[src/rtl/bst_pkg.sv]
// Purpose: Constants for the boundary-scan test port.
// Assumes: Test clock sampled by the 100 MHz system clock.
// Notes:   Instruction codes and register lengths are plain defaults.
package bst_pkg;
  localparam int          IR_LEN        = 4;
  localparam int          BSR_LEN       = 16;
  localparam int          IDCODE_LEN    = 32;
  localparam logic [3:0]  IR_RESET      = 4'h1;
  localparam logic [3:0]  IR_EXTEST     = 4'h0;
  localparam logic [3:0]  IR_SAMPLE     = 4'h2;
  localparam logic [3:0]  IR_IDCODE     = 4'h1;
  localparam logic [3:0]  IR_BYPASS     = 4'hf;
  localparam logic [3:0]  IR_CAPTURE    = 4'h1;
  // Arbitrary identification value, not tied to any real part.
  localparam logic [31:0] IDCODE_VALUE  = 32'h1234_5677;

  typedef enum logic [3:0] {
    BST_RESET, BST_IDLE, BST_SEL_DR, BST_CAP_DR, BST_SH_DR, BST_EX1_DR,
    BST_PA_DR, BST_EX2_DR, BST_UPD_DR, BST_SEL_IR, BST_CAP_IR, BST_SH_IR,
    BST_EX1_IR, BST_PA_IR, BST_EX2_IR, BST_UPD_IR
  } bst_state_e;
endpackage : bst_pkg

[src/rtl/bst_tap.sv]
// Purpose: Boundary-scan test access port controller.
// Assumes: Test clock well below the 100 MHz system clock.
// Notes:   Test clock edges are found by sampling; no edge, no change.
`timescale 1ns/1ps
`default_nettype none
// Functional notes
// - A low on the test reset pin forces the test logic to reset at once.
// - Mode select is sampled on each rising test clock edge to step the FSM.
// - Serial input bits are captured on the rising test clock edge.
// - Serial output changes on the falling test clock edge.
// - Serial output is driven only while shifting, else released.
// - All test state holds while the test clock stands low.
// - Undriven reset, mode select and data inputs read as high.
module bst_tap
  import bst_pkg::*;
(
  input  wire logic       clock_i,
  input  wire logic       srst_i,
  input  wire logic       trst_n_i,
  input  wire logic       tck_i,
  input  wire logic       tms_i,
  input  wire logic       tms_oe_i,
  input  wire logic       tdi_i,
  input  wire logic       tdi_oe_i,
  input  wire logic       trst_oe_i,
  input  wire logic [bst_pkg::BSR_LEN-1:0] pins_i,
  output var  logic       tdo_o,
  output var  logic       tdo_oe_o,
  output var  logic [bst_pkg::BSR_LEN-1:0] pins_o,
  output var  logic       extest_o,
  output var  logic [3:0] state_o
);
  import bst_pkg::*;

  logic       trst_eff, tms_eff, tdi_eff;
  logic       arst_n;
  logic [2:0] synced;
  logic       tck_q;
  logic       rise, fall;
  bst_state_e state, next_state;
  logic [IR_LEN-1:0]     ir_sh, ir;
  logic [BSR_LEN-1:0]    bsr_sh;
  logic [IDCODE_LEN-1:0] id_sh;
  logic                  byp;
  logic                  tdo_next, shifting;

  // Pull-ups: an undriven input reads high.
  assign trst_eff = trst_oe_i ? trst_n_i : 1'b1;
  assign tms_eff  = tms_oe_i ? tms_i : 1'b1;
  assign tdi_eff  = tdi_oe_i ? tdi_i : 1'b1;
  // Test reset acts without any clock. System reset is synchronous and is
  // kept off this path, so system-domain logic never drives a clear.
  assign arst_n   = trst_eff;

  bst_sync #(.WIDTH(3), .INIT(1'b0)) u_sync (
    .clock_i  (clock_i),
    .arst_n_i (arst_n),
    .d_i      ({tck_i, tms_eff, tdi_eff}),
    .q_o      (synced)
  );

  // The edge finder resets to the idle low level of the test clock pin,
  // so no false edge follows a reset.
  always_ff @(posedge clock_i or negedge arst_n) begin
    if (!arst_n) begin
      tck_q <= 1'b0;
    end else begin
      tck_q <= synced[2];
    end
  end

  // Nothing moves without a test clock edge, so state holds while idle.
  assign rise = synced[2] & ~tck_q;
  assign fall = ~synced[2] & tck_q;

  always_comb begin
    next_state = state;
    case (state)
      BST_RESET:  next_state = synced[1] ? BST_RESET  : BST_IDLE;
      BST_IDLE:   next_state = synced[1] ? BST_SEL_DR : BST_IDLE;
      BST_SEL_DR: next_state = synced[1] ? BST_SEL_IR : BST_CAP_DR;
      BST_CAP_DR: next_state = synced[1] ? BST_EX1_DR : BST_SH_DR;
      BST_SH_DR:  next_state = synced[1] ? BST_EX1_DR : BST_SH_DR;
      BST_EX1_DR: next_state = synced[1] ? BST_UPD_DR : BST_PA_DR;
      BST_PA_DR:  next_state = synced[1] ? BST_EX2_DR : BST_PA_DR;
      BST_EX2_DR: next_state = synced[1] ? BST_UPD_DR : BST_SH_DR;
      BST_UPD_DR: next_state = synced[1] ? BST_SEL_DR : BST_IDLE;
      BST_SEL_IR: next_state = synced[1] ? BST_RESET  : BST_CAP_IR;
      BST_CAP_IR: next_state = synced[1] ? BST_EX1_IR : BST_SH_IR;
      BST_SH_IR:  next_state = synced[1] ? BST_EX1_IR : BST_SH_IR;
      BST_EX1_IR: next_state = synced[1] ? BST_UPD_IR : BST_PA_IR;
      BST_PA_IR:  next_state = synced[1] ? BST_EX2_IR : BST_PA_IR;
      BST_EX2_IR: next_state = synced[1] ? BST_UPD_IR : BST_SH_IR;
      BST_UPD_IR: next_state = synced[1] ? BST_SEL_DR : BST_IDLE;
      default:    next_state = BST_RESET;
    endcase
  end

  // The state moves on a found rising edge only. The two-flop delay costs
  // about three system clocks of reaction, which is why each test clock
  // phase must last at least that long.
  always_ff @(posedge clock_i or negedge arst_n) begin
    if (!arst_n) begin
      state <= BST_RESET;
    end else if (srst_i) begin
      state <= BST_RESET;
    end else if (rise) begin
      state <= next_state;
    end
  end

  // Instruction path; the reset state selects the identification code.
  always_ff @(posedge clock_i or negedge arst_n) begin
    if (!arst_n) begin
      ir_sh <= IR_RESET;
      ir    <= IR_IDCODE;
    end else if (srst_i) begin
      ir_sh <= IR_RESET;
      ir    <= IR_IDCODE;
    end else if (rise) begin
      case (state)
        BST_RESET:  ir <= IR_IDCODE;
        BST_CAP_IR: ir_sh <= IR_CAPTURE;
        BST_SH_IR:  ir_sh <= {tdi_eff_s(), ir_sh[IR_LEN-1:1]};
        BST_UPD_IR: ir <= ir_sh;
        default:    ir <= ir;
      endcase
    end
  end

  function automatic logic tdi_eff_s();
    return synced[0];
  endfunction : tdi_eff_s

  // Both boundary instructions share the one boundary register.
  function automatic logic bsr_sel(input logic [IR_LEN-1:0] code);
    return (code == IR_EXTEST) || (code == IR_SAMPLE);
  endfunction : bsr_sel

  // Data registers chosen by the current instruction.
  always_ff @(posedge clock_i or negedge arst_n) begin
    if (!arst_n) begin
      bsr_sh <= '0;
      id_sh  <= '0;
      byp    <= 1'b0;
      pins_o <= '0;
    end else if (srst_i) begin
      bsr_sh <= '0;
      id_sh  <= '0;
      byp    <= 1'b0;
      pins_o <= '0;
    end else if (rise) begin
      case (state)
        BST_CAP_DR: begin
          bsr_sh <= pins_i;
          id_sh  <= IDCODE_VALUE;
          byp    <= 1'b0;
        end
        BST_SH_DR: begin
          case (ir)
            IR_EXTEST, IR_SAMPLE:
              bsr_sh <= {tdi_eff_s(), bsr_sh[BSR_LEN-1:1]};
            IR_IDCODE:
              id_sh <= {tdi_eff_s(), id_sh[IDCODE_LEN-1:1]};
            default: byp <= tdi_eff_s();
          endcase
        end
        BST_UPD_DR: begin
          if (bsr_sel(ir)) begin
            pins_o <= bsr_sh;
          end
        end
        default: byp <= byp;
      endcase
    end
  end

  always_comb begin
    if (bsr_sel(ir)) begin
      tdo_next = bsr_sh[0];
    end else if (ir == IR_IDCODE) begin
      tdo_next = id_sh[0];
    end else begin
      tdo_next = byp;
    end
    if (state == BST_SH_IR) begin
      tdo_next = ir_sh[0];
    end
  end

  assign shifting = (state == BST_SH_DR) || (state == BST_SH_IR);

  // Output moves on the falling edge, giving the tester half a period.
  always_ff @(posedge clock_i or negedge arst_n) begin
    if (!arst_n) begin
      tdo_o    <= 1'b0;
      tdo_oe_o <= 1'b0;
    end else if (srst_i) begin
      tdo_o    <= 1'b0;
      tdo_oe_o <= 1'b0;
    end else if (fall) begin
      tdo_o    <= tdo_next;
      tdo_oe_o <= shifting;
    end
  end

  always_ff @(posedge clock_i or negedge arst_n) begin
    if (!arst_n) begin
      extest_o <= 1'b0;
      state_o  <= 4'h0;
    end else if (srst_i) begin
      extest_o <= 1'b0;
      state_o  <= 4'h0;
    end else begin
      extest_o <= (ir == IR_EXTEST);
      state_o  <= 4'(state);
    end
  end
endmodule : bst_tap
`default_nettype wire

[src/rtl/bst_sync.sv]
// Purpose: Two-flop synchroniser with asynchronous preset.
// Assumes: Input from outside the system clock domain.
// Notes:   The first flop feeds only the second.
`timescale 1ns/1ps
`default_nettype none
module bst_sync #(
  parameter int  WIDTH = 1,
  parameter logic INIT = 1'b1
) (
  input  wire logic             clock_i,
  input  wire logic             arst_n_i,
  input  wire logic [WIDTH-1:0] d_i,
  output var  logic [WIDTH-1:0] q_o
);
  logic [WIDTH-1:0] meta;

  always_ff @(posedge clock_i or negedge arst_n_i) begin
    if (!arst_n_i) begin
      meta <= {WIDTH{INIT}};
      q_o  <= {WIDTH{INIT}};
    end else begin
      meta <= d_i;
      q_o  <= meta;
    end
  end
endmodule : bst_sync
`default_nettype wire

[config.mk]
export PLATFORM = sky130hd
export DESIGN_NAME = bst_tap
export DESIGN_NICKNAME = d
export VERILOG_FILES = /design/src/rtl/bst_pkg.sv /design/src/rtl/bst_tap.sv /design/src/rtl/bst_sync.sv
export SDC_FILE = /design/constraint.sdc
export NUM_CORES = 1
export LEC_CHECK = 0
export BUFFER_PORTS_ARGS = -buffer_cell sky130_fd_sc_hd__buf_2
export CAP_MARGIN = 20
export CORE_UTILIZATION = 45
export CTS_BUF_LIST = sky130_fd_sc_hd__clkbuf_4 sky130_fd_sc_hd__clkbuf_8 sky130_fd_sc_hd__clkbuf_16
export DETAILED_ROUTE_END_ITERATION = 16
export GPL_TIMING_DRIVEN = 1
export SETUP_SLACK_MARGIN = 0.05
export SYNTH_ARGS = -nofsm -noshare
export SYNTH_HDL_FRONTEND = slang
export SYNTH_SLANG_ARGS = --single-unit
[constraint.sdc]
create_clock -name clock_i -period 6.02 [get_ports clock_i]
set_clock_uncertainty 0.15 [all_clocks]
set_input_delay 0.301 -clock clock_i [delete_from_list [all_inputs] [get_ports clock_i]]
set_output_delay 0.301 -clock clock_i [all_outputs]
set_load 0.005 [all_outputs]
==> out/qor.csv, run 1 <==
stage,metric,value,unit
critical_path,crit_type,reg -> reg,
sta,slew_headroom,0.325,
critical_path,arrival,3.13,ns
synth,yosysTopAreaCellShare,0.542,
synth,yosys.area.top_type,dfrtp_1,
floorplanning,die_h,97.6,µm
clock_tree,cts_tree,done,
placed_design,routabilityCongestion,0.732,
critical_path,cp.required,6.09,ns
clock_tree,clockBufferDepth,2,
placed_design,placedCellCount,534,
floorplanning,start_util,0.469,
sta,drv_slew,0,
power,ir_worst_vdd,0.000158,V
drt,drc,0,
critical_path,crit_fanout,29,
critical_path,startpoint_type,register,
synth,synth_common_cells,"dfrtp_1 (89), nor2_1 (59), nand2_1 (38)",
cells_and_area,diodes,0,
critical_path,critPathSlowestCell,or4b_1,
sta,fin_crit_sh,0.509,
synth,synth_edf_count,0,
synth,ys_ff_latch,91,
power,p_leak,2.04,nW
placed_design,io_buffer_count,47,
clock_tree,cts_root_buf,clkbuf_8,
clock_tree,h-tree-depth,3,
placed_design,hpwl,5380,µm
min_path,hold_path_class,in -> reg,
sta,setup_viol,0,
critical_path,max_stage_delay,0.96,ns
sta,finalSetupTns,0,ns
cells_and_area,drive_gt1_frac,0.177,
floorplanning,core.rowCount,34,
cells_and_area,fin_area,0.00466,mm²
clock_tree,numClockSinks,91,
clock_tree,insertion_delay,0.36,ns
cells_and_area,area_delta_synth_final,13.4,%
drt,dr.first_iter.drc_count,159,
sta,hold_violations,0,
drt,vias,3117,
floorplanning,die_x,97.6,µm
placed_design,placedInstanceArea,0.00433,mm²
drt,first_pass_iters,4,
global_routing,grt_overflow_total,0,
cells_and_area,fin_nets,471,
synth,ys.flop_type,dfrtp_1,
clock_tree,post_cts_resized,0,
synth,yosys_warnings,0,
drt,wl_per_cell,16.0,µm
synth,async_reset_ff_frac,1.00,
global_routing,grt_usage,0.201,
floorplanning,die_area,0.00952,mm²
cells_and_area,fin_cells,559,
global_routing,grt_pass1_vias,2964,
synth,yosysSeqAreaShare,0.555,
run_status,status,completed,
sta,post-route-min-period,3.06,ns
sta,max_freq,327,MHz
flow_run,maxCapViolCount,0,
clock_tree,ctsHoldBuffers,8,
synth,synth_cell_types,48,
sta,hold_ws,0.127,ns
synth,synth_fp_nets,435,
cells_and_area,post-route-util,0.532,
synth,synth_area_leaders,"dfrtp_1 (54%), nor2_1 (5.4%), a22o_1 (4.3%)",
synth,mappedNetlistArea,0.00411,mm²
drt,drt-vias-per-instance,5.58,
floorplanning,core,0.00876,mm²
placed_design,place_ws,2.98,ns
power,total_power,1.16,mW
global_routing,grt_max_degree,69,
global_routing,grt_pass1_wl,15200,µm
critical_path,path_cells,or4b_1 > or4_1 > nor2_1 > nor3_1,
sta,tightestPinTransition,1.01,ns
critical_path,cp-end-kind,register,
drt,routed_wl,8970,µm
clock_tree,cts_buffers,9,
sta,rsz0062_at_grt,no,
sta,setup_ws,2.96,ns
synth,yosys.cell_count.top_type,dfrtp_1,
power,power_density,250,mW/mm²
clock_tree,path_clk_slew,0.09,ns
floorplanning,num_io_pins,48,
synth,syn_inst,410,
synth,synth.avg_cell_area,10.0,µm²
drt,final_antenna_net_count,0,
clock_tree,postCtsSetupRepairBufs,0,
global_routing,antenna_found_initial,0,
-- path summary, 6_finish.rpt --
kind	from	end	slack [ns]	depth (start not counted)
setup / recovery	state[0]	id_sh[6]	2.96	4
hold reg to reg	u_sync.meta[1]	u_sync.q_o[1]	0.20	0
min in group asynchronous	trst_n_i	ir_sh[0]	0.39	3
max in group asynchronous	trst_oe_i	state[1]	4.27	5
setup reg to reg	state[0]	id_sh[6]	2.96	4
hold / removal	pins_i[12]	bsr_sh[12]	0.13	3
-- cell usage in the layout (no fill, tap or decap), drive strengths merged, types with 10 or more instances in the layout --
master | synthesis | routed
dfrtp | 89 | 89
clkbuf | 20 | 10
o21ai | 22 | 22
a22o | 20 | 20
buf | 14 | 51
a211oi | 17 | 17
or3 | 19 | 19
nor3 | 20 | 20
nand2 | 38 | 38
nor2 | 60 | 60
a21oi | 25 | 25
-- power breakdown --
part	leakage (nW)	internal (mW)	switching [mW]
sequential	1.25	0.617	0.00921
combinational	0.684	0.0229	0.0392
clock	0.115	0.249	0.227
total	2.04	0.889	0.275
-- final cells by class --
class	count	area, µm²
Clock buffer	10	138
Clock inverter	6	96.3
Fill cell	824	4100
Inverter	6	22.5
Multi-Input combinational cell	279	1640
Sequential cell	91	2280
Tap cell	108	135
Timing Repair Buffer	59	353
-- layer usage --
metal	vias to the layer above	GRT usage	wire, µm
met5	-	0	0
met4	0	0.0781	110
met2	44	0.298	4130
met3	10	0.0360	263
met1	1535	0.293	4460
li1	1528	-	-
-- kinds of logic (layout without fill, tap and decap cells) --
kind of cell,after synthesis,count (layout),share of synthesized area
and+or+nand+nor,173,173,0.214
DFF,91,91,0.555
xor gates and xnor gates,1,1,0.00213
AOI/OAI and AO/OA,105,105,0.180
buffers and inverters,40,81,0.0493
-- flip-flops by register name, indices dropped and copies added (netlist names) --
| name | count |
|---|---|
| extest_o | 1 |
| state_o | 4 |
| byp | 1 |
| ir_sh | 4 |
| u_sync.q_o | 3 |
| bsr_sh | 16 |
| tdo_oe_o | 1 |
| id_sh | 32 |
| pins_o | 16 |
| tdo_o | 1 |
| state | 4 |
| ir | 4 |
| u_sync.meta | 3 |
| tck_q | 1 |
-- critical path, delay by kind of cell (launching register included) --
kind | cells | cell delay [ns]
and+or+nand+nor | 4 | 2.08
DFF | 1 | 0.69
(Power assumes the default switching activity.)
==> inputs of run 2 (changes only) <==
--- a/config.mk
+++ b/config.mk
@@ -5,12 +5,14 @@
 export SDC_FILE = /design/constraint.sdc
 export NUM_CORES = 1
 export LEC_CHECK = 0
+export ABC_AREA = 1
 export BUFFER_PORTS_ARGS = -buffer_cell sky130_fd_sc_hd__buf_2
 export CAP_MARGIN = 20
 export CORE_UTILIZATION = 45
 export CTS_BUF_LIST = sky130_fd_sc_hd__clkbuf_4 sky130_fd_sc_hd__clkbuf_8 sky130_fd_sc_hd__clkbuf_16
 export DETAILED_ROUTE_END_ITERATION = 16
 export GPL_TIMING_DRIVEN = 1
+export PLACE_DENSITY = 0.66
 export SETUP_SLACK_MARGIN = 0.05
 export SYNTH_ARGS = -nofsm -noshare
 export SYNTH_HDL_FRONTEND = slang
==> constraint.sdc (replaced) <==
create_clock -name clock_i -period 2.6 [get_ports clock_i]
set_clock_uncertainty 0.15 [all_clocks]
set_input_delay 0.13 -clock clock_i [delete_from_list [all_inputs] [get_ports clock_i]]
set_output_delay 0.13 -clock clock_i [all_outputs]
set_load 0.005 [all_outputs]
==> out/qor.csv, run 2 <==
stage,metric,value,unit
critical_path,crit_type,reg -> reg,
min_path,hold_path_class,in -> reg,
min_path,hold_end,bsr_sh[12],
synth,synth_area_leaders,"dfrtp_1 (52%), nand2_1 (11%), o21ai_2 (6.5%)",
sta,finalSetupTns,0,ns
synth,yosys.cell_count.top_type,nand2_1,
critical_path,r2r-end,bsr_sh[4],
global_routing,gr-usage-met1,0.270,
cells_and_area,diodes,0,
power,swShare,0.242,
synth,yosys_warnings,0,
critical_path,cp-end-kind,register,
sta,slew_headroom,0.621,
clock_tree,numClockSinks,91,
synth,synth.avg_cell_area,9.01,µm²
floorplanning,die_x,99.5,µm
placed_design,hpwl,5530,µm
synth,ys.flop_type,dfrtp_1,
cells_and_area,regMostFlops,id_sh,
synth,synth_cell_types,33,
global_routing,antenna_found_initial,0,
drt,drc,0,
global_routing,grtUsageMet2,0.276,
global_routing,top_usage_layer,met2,
sta,drv_slew,0,
clock_tree,path_clk_slew,0.10,ns
power,p_seq_frac,0.534,
placed_design,io_buffer_count,47,
cells_and_area,drive_gt1_frac,0.227,
sta,max_freq,470,MHz
clock_tree,clockBufferDepth,2,
drt,wl_per_cell,12.7,µm
floorplanning,core.rowCount,35,
min_path,holdPathStages,4,
cells_and_area,largest_register_ffs,32,
critical_path,cp.required,2.72,ns
global_routing,grt_pass1_vias,3013,
sta,setup_viol,0,
floorplanning,num_io_pins,48,
critical_path,rrSetupSlack,0.47,ns
sta,tightestPinTransition,0.568,ns
clock_tree,insertion_delay,0.36,ns
power,p_clk_frac,0.393,
sta,hold_violations,0,
critical_path,startpoint_type,register,
cells_and_area,layout_common_cells,"nand2_1 (125), dfrtp_1 (89), buf_2 (47)",
power,p_comb_frac,0.073,
synth,async_reset_ff_frac,1.00,
sta,post-route-min-period,2.13,ns
drt,drt-vias-per-instance,5.03,
critical_path,arrival,2.25,ns
placed_design,placedCellCount,633,
synth,synth_edf_count,0,
clock_tree,h-tree-depth,3,
global_routing,grt_usage,0.187,
synth,syn_inst,475,
cells_and_area,fin_nets,548,
synth,yosys.area.top_type,dfrtp_1,
cells_and_area,area_delta_synth_final,14.4,%
power,ir_worst_vdd,0.000227,V
floorplanning,core,0.00924,mm²
global_routing,grt_pass1_wl,14500,µm
placed_design,place_ws,0.477,ns
power,switchingPower,0.676,mW
drt,dr.first_iter.drc_count,160,
power,power_density,571,mW/mm²
drt,final_antenna_net_count,0,
floorplanning,start_util,0.463,
power,p_leak,2.31,nW
global_routing,grt_max_degree,92,
clock_tree,post_cts_resized,0,
power,p_int,2.12,mW
sta,fin_crit_sh,0.819,
clock_tree,ctsHoldBuffers,8,
critical_path,timing.rr.start,state[1],
synth,yosysTopAreaCellShare,0.520,
clock_tree,cts_root_buf,clkbuf_8,
floorplanning,die_h,99.5,µm
floorplanning,die_area,0.00991,mm²
synth,synth_fp_nets,500,
sta,setup_ws,0.471,ns
synth,synth_common_cells,"nand2_1 (126), dfrtp_1 (89), nand3_1 (43)",
synth,mappedNetlistArea,0.00428,mm²
run_status,status,completed,
clock_tree,postCtsSetupRepairBufs,0,
synth,yosysSeqAreaShare,0.532,
flow_run,maxCapViolCount,0,
clock_tree,cts_buffers,9,
cells_and_area,reg.largest.list,"id_sh: 32 flops, bsr_sh: 16 flops, pins_o: 16 flops",
critical_path,crit_fanout,35,
critical_path,reg2reg_depth,7,
global_routing,gr-usage-met3,0.0267,
global_routing,grt_overflow_total,0,
min_path,hp-start,pins_i[12],
sta,rsz0062_at_grt,no,
drt,first_pass_iters,4,
drt,routed_wl,8350,µm
drt,vias,3305,
placed_design,routabilityCongestion,0.878,
cells_and_area,fin_cells,657,
cells_and_area,final_common_cell,nand2_1,
synth,ys_ff_latch,91,
clock_tree,cts_tree,done,
## run 2: power groups by stage
stage | sequential (mW) | clock (mW) | combinational, mW
final | 1.49 | 1.10 | 0.203
after global routing | 1.50 | 1.18 | 0.231
after CTS | 1.49 | 1.12 | 0.207
after detailed placement | 1.52 | 0 | 0.198
after global placement | 1.52 | 0 | 0.194
after floorplan | 1.51 | 0 | 0.151
## run 2: layout make-up
class | instances | area [µm²]
clock buffers | 11 | 145
repair buffers | 60 | 390
fillers | 869 | 4340
multi-input cells | 323 | 1700
well taps | 129 | 161
clock inverters | 5 | 85.1
flip-flops and latches | 91 | 2280
inverters | 38 | 143
## run 2: logic make-up (layout without fill, tap and decap cells)
kind of cell	Yosys count	after routing	synth area share
and+or+nand+nor	208	208	0.216
AOI/OAI and AO/OA	115	115	0.178
DFF	91	91	0.532
buffers and inverters	61	114	0.0733
## run 2: worst max-delay path by stage
stage	end	startpoint	slack [ns]	cells past startpoint
after CTS	bsr_sh[4]	state[1]	0.46	7
after global routing	bsr_sh[1]	state[1]	0.20	7
after floorplan	bsr_sh[0]	trst_n_i	0.92	2
final	bsr_sh[4]	state[1]	0.47	7
after global placement	bsr_sh[10]	state[1]	0.51	6
after detailed placement	bsr_sh[8]	state[1]	0.48	6
## run 2: metal layers
metal	up-vias	part of all wire	wire length, µm
li1	1655	-	-
met1	1557	0.50	4190
met2	81	0.44	3720
met3	12	0.034	280
met4	0	0.020	167
met5	-	0	0
## run 2: metrics by stage
stage / area, µm² / hold slack (ns) / utilization / total power [mW]
2_1_floorplan: 4280 / 0.0114 / - / 1.66
3_3_place_gp: 4590 / 0.0924 / 0.497 / 1.71
3_5_place_dp: 4590 / 0.0893 / 0.497 / 1.72
4_1_cts: 4900 / 0.00466 / 0.530 / 2.82
5_1_grt: 4900 / 0.0146 / 0.530 / 2.91
6_report: 4900 / 0.00839 / 0.530 / 2.80
## run 2: worst max-delay path: stages (launching register included)
cell	delay (ns)
dfrtp_1	0.49
nor2_4	0.21
nand2_4	0.24
nor2_8	0.24
nand2_1	0.10
nand2_2	0.40
nand2_1	0.10
o21ai_1	0.10
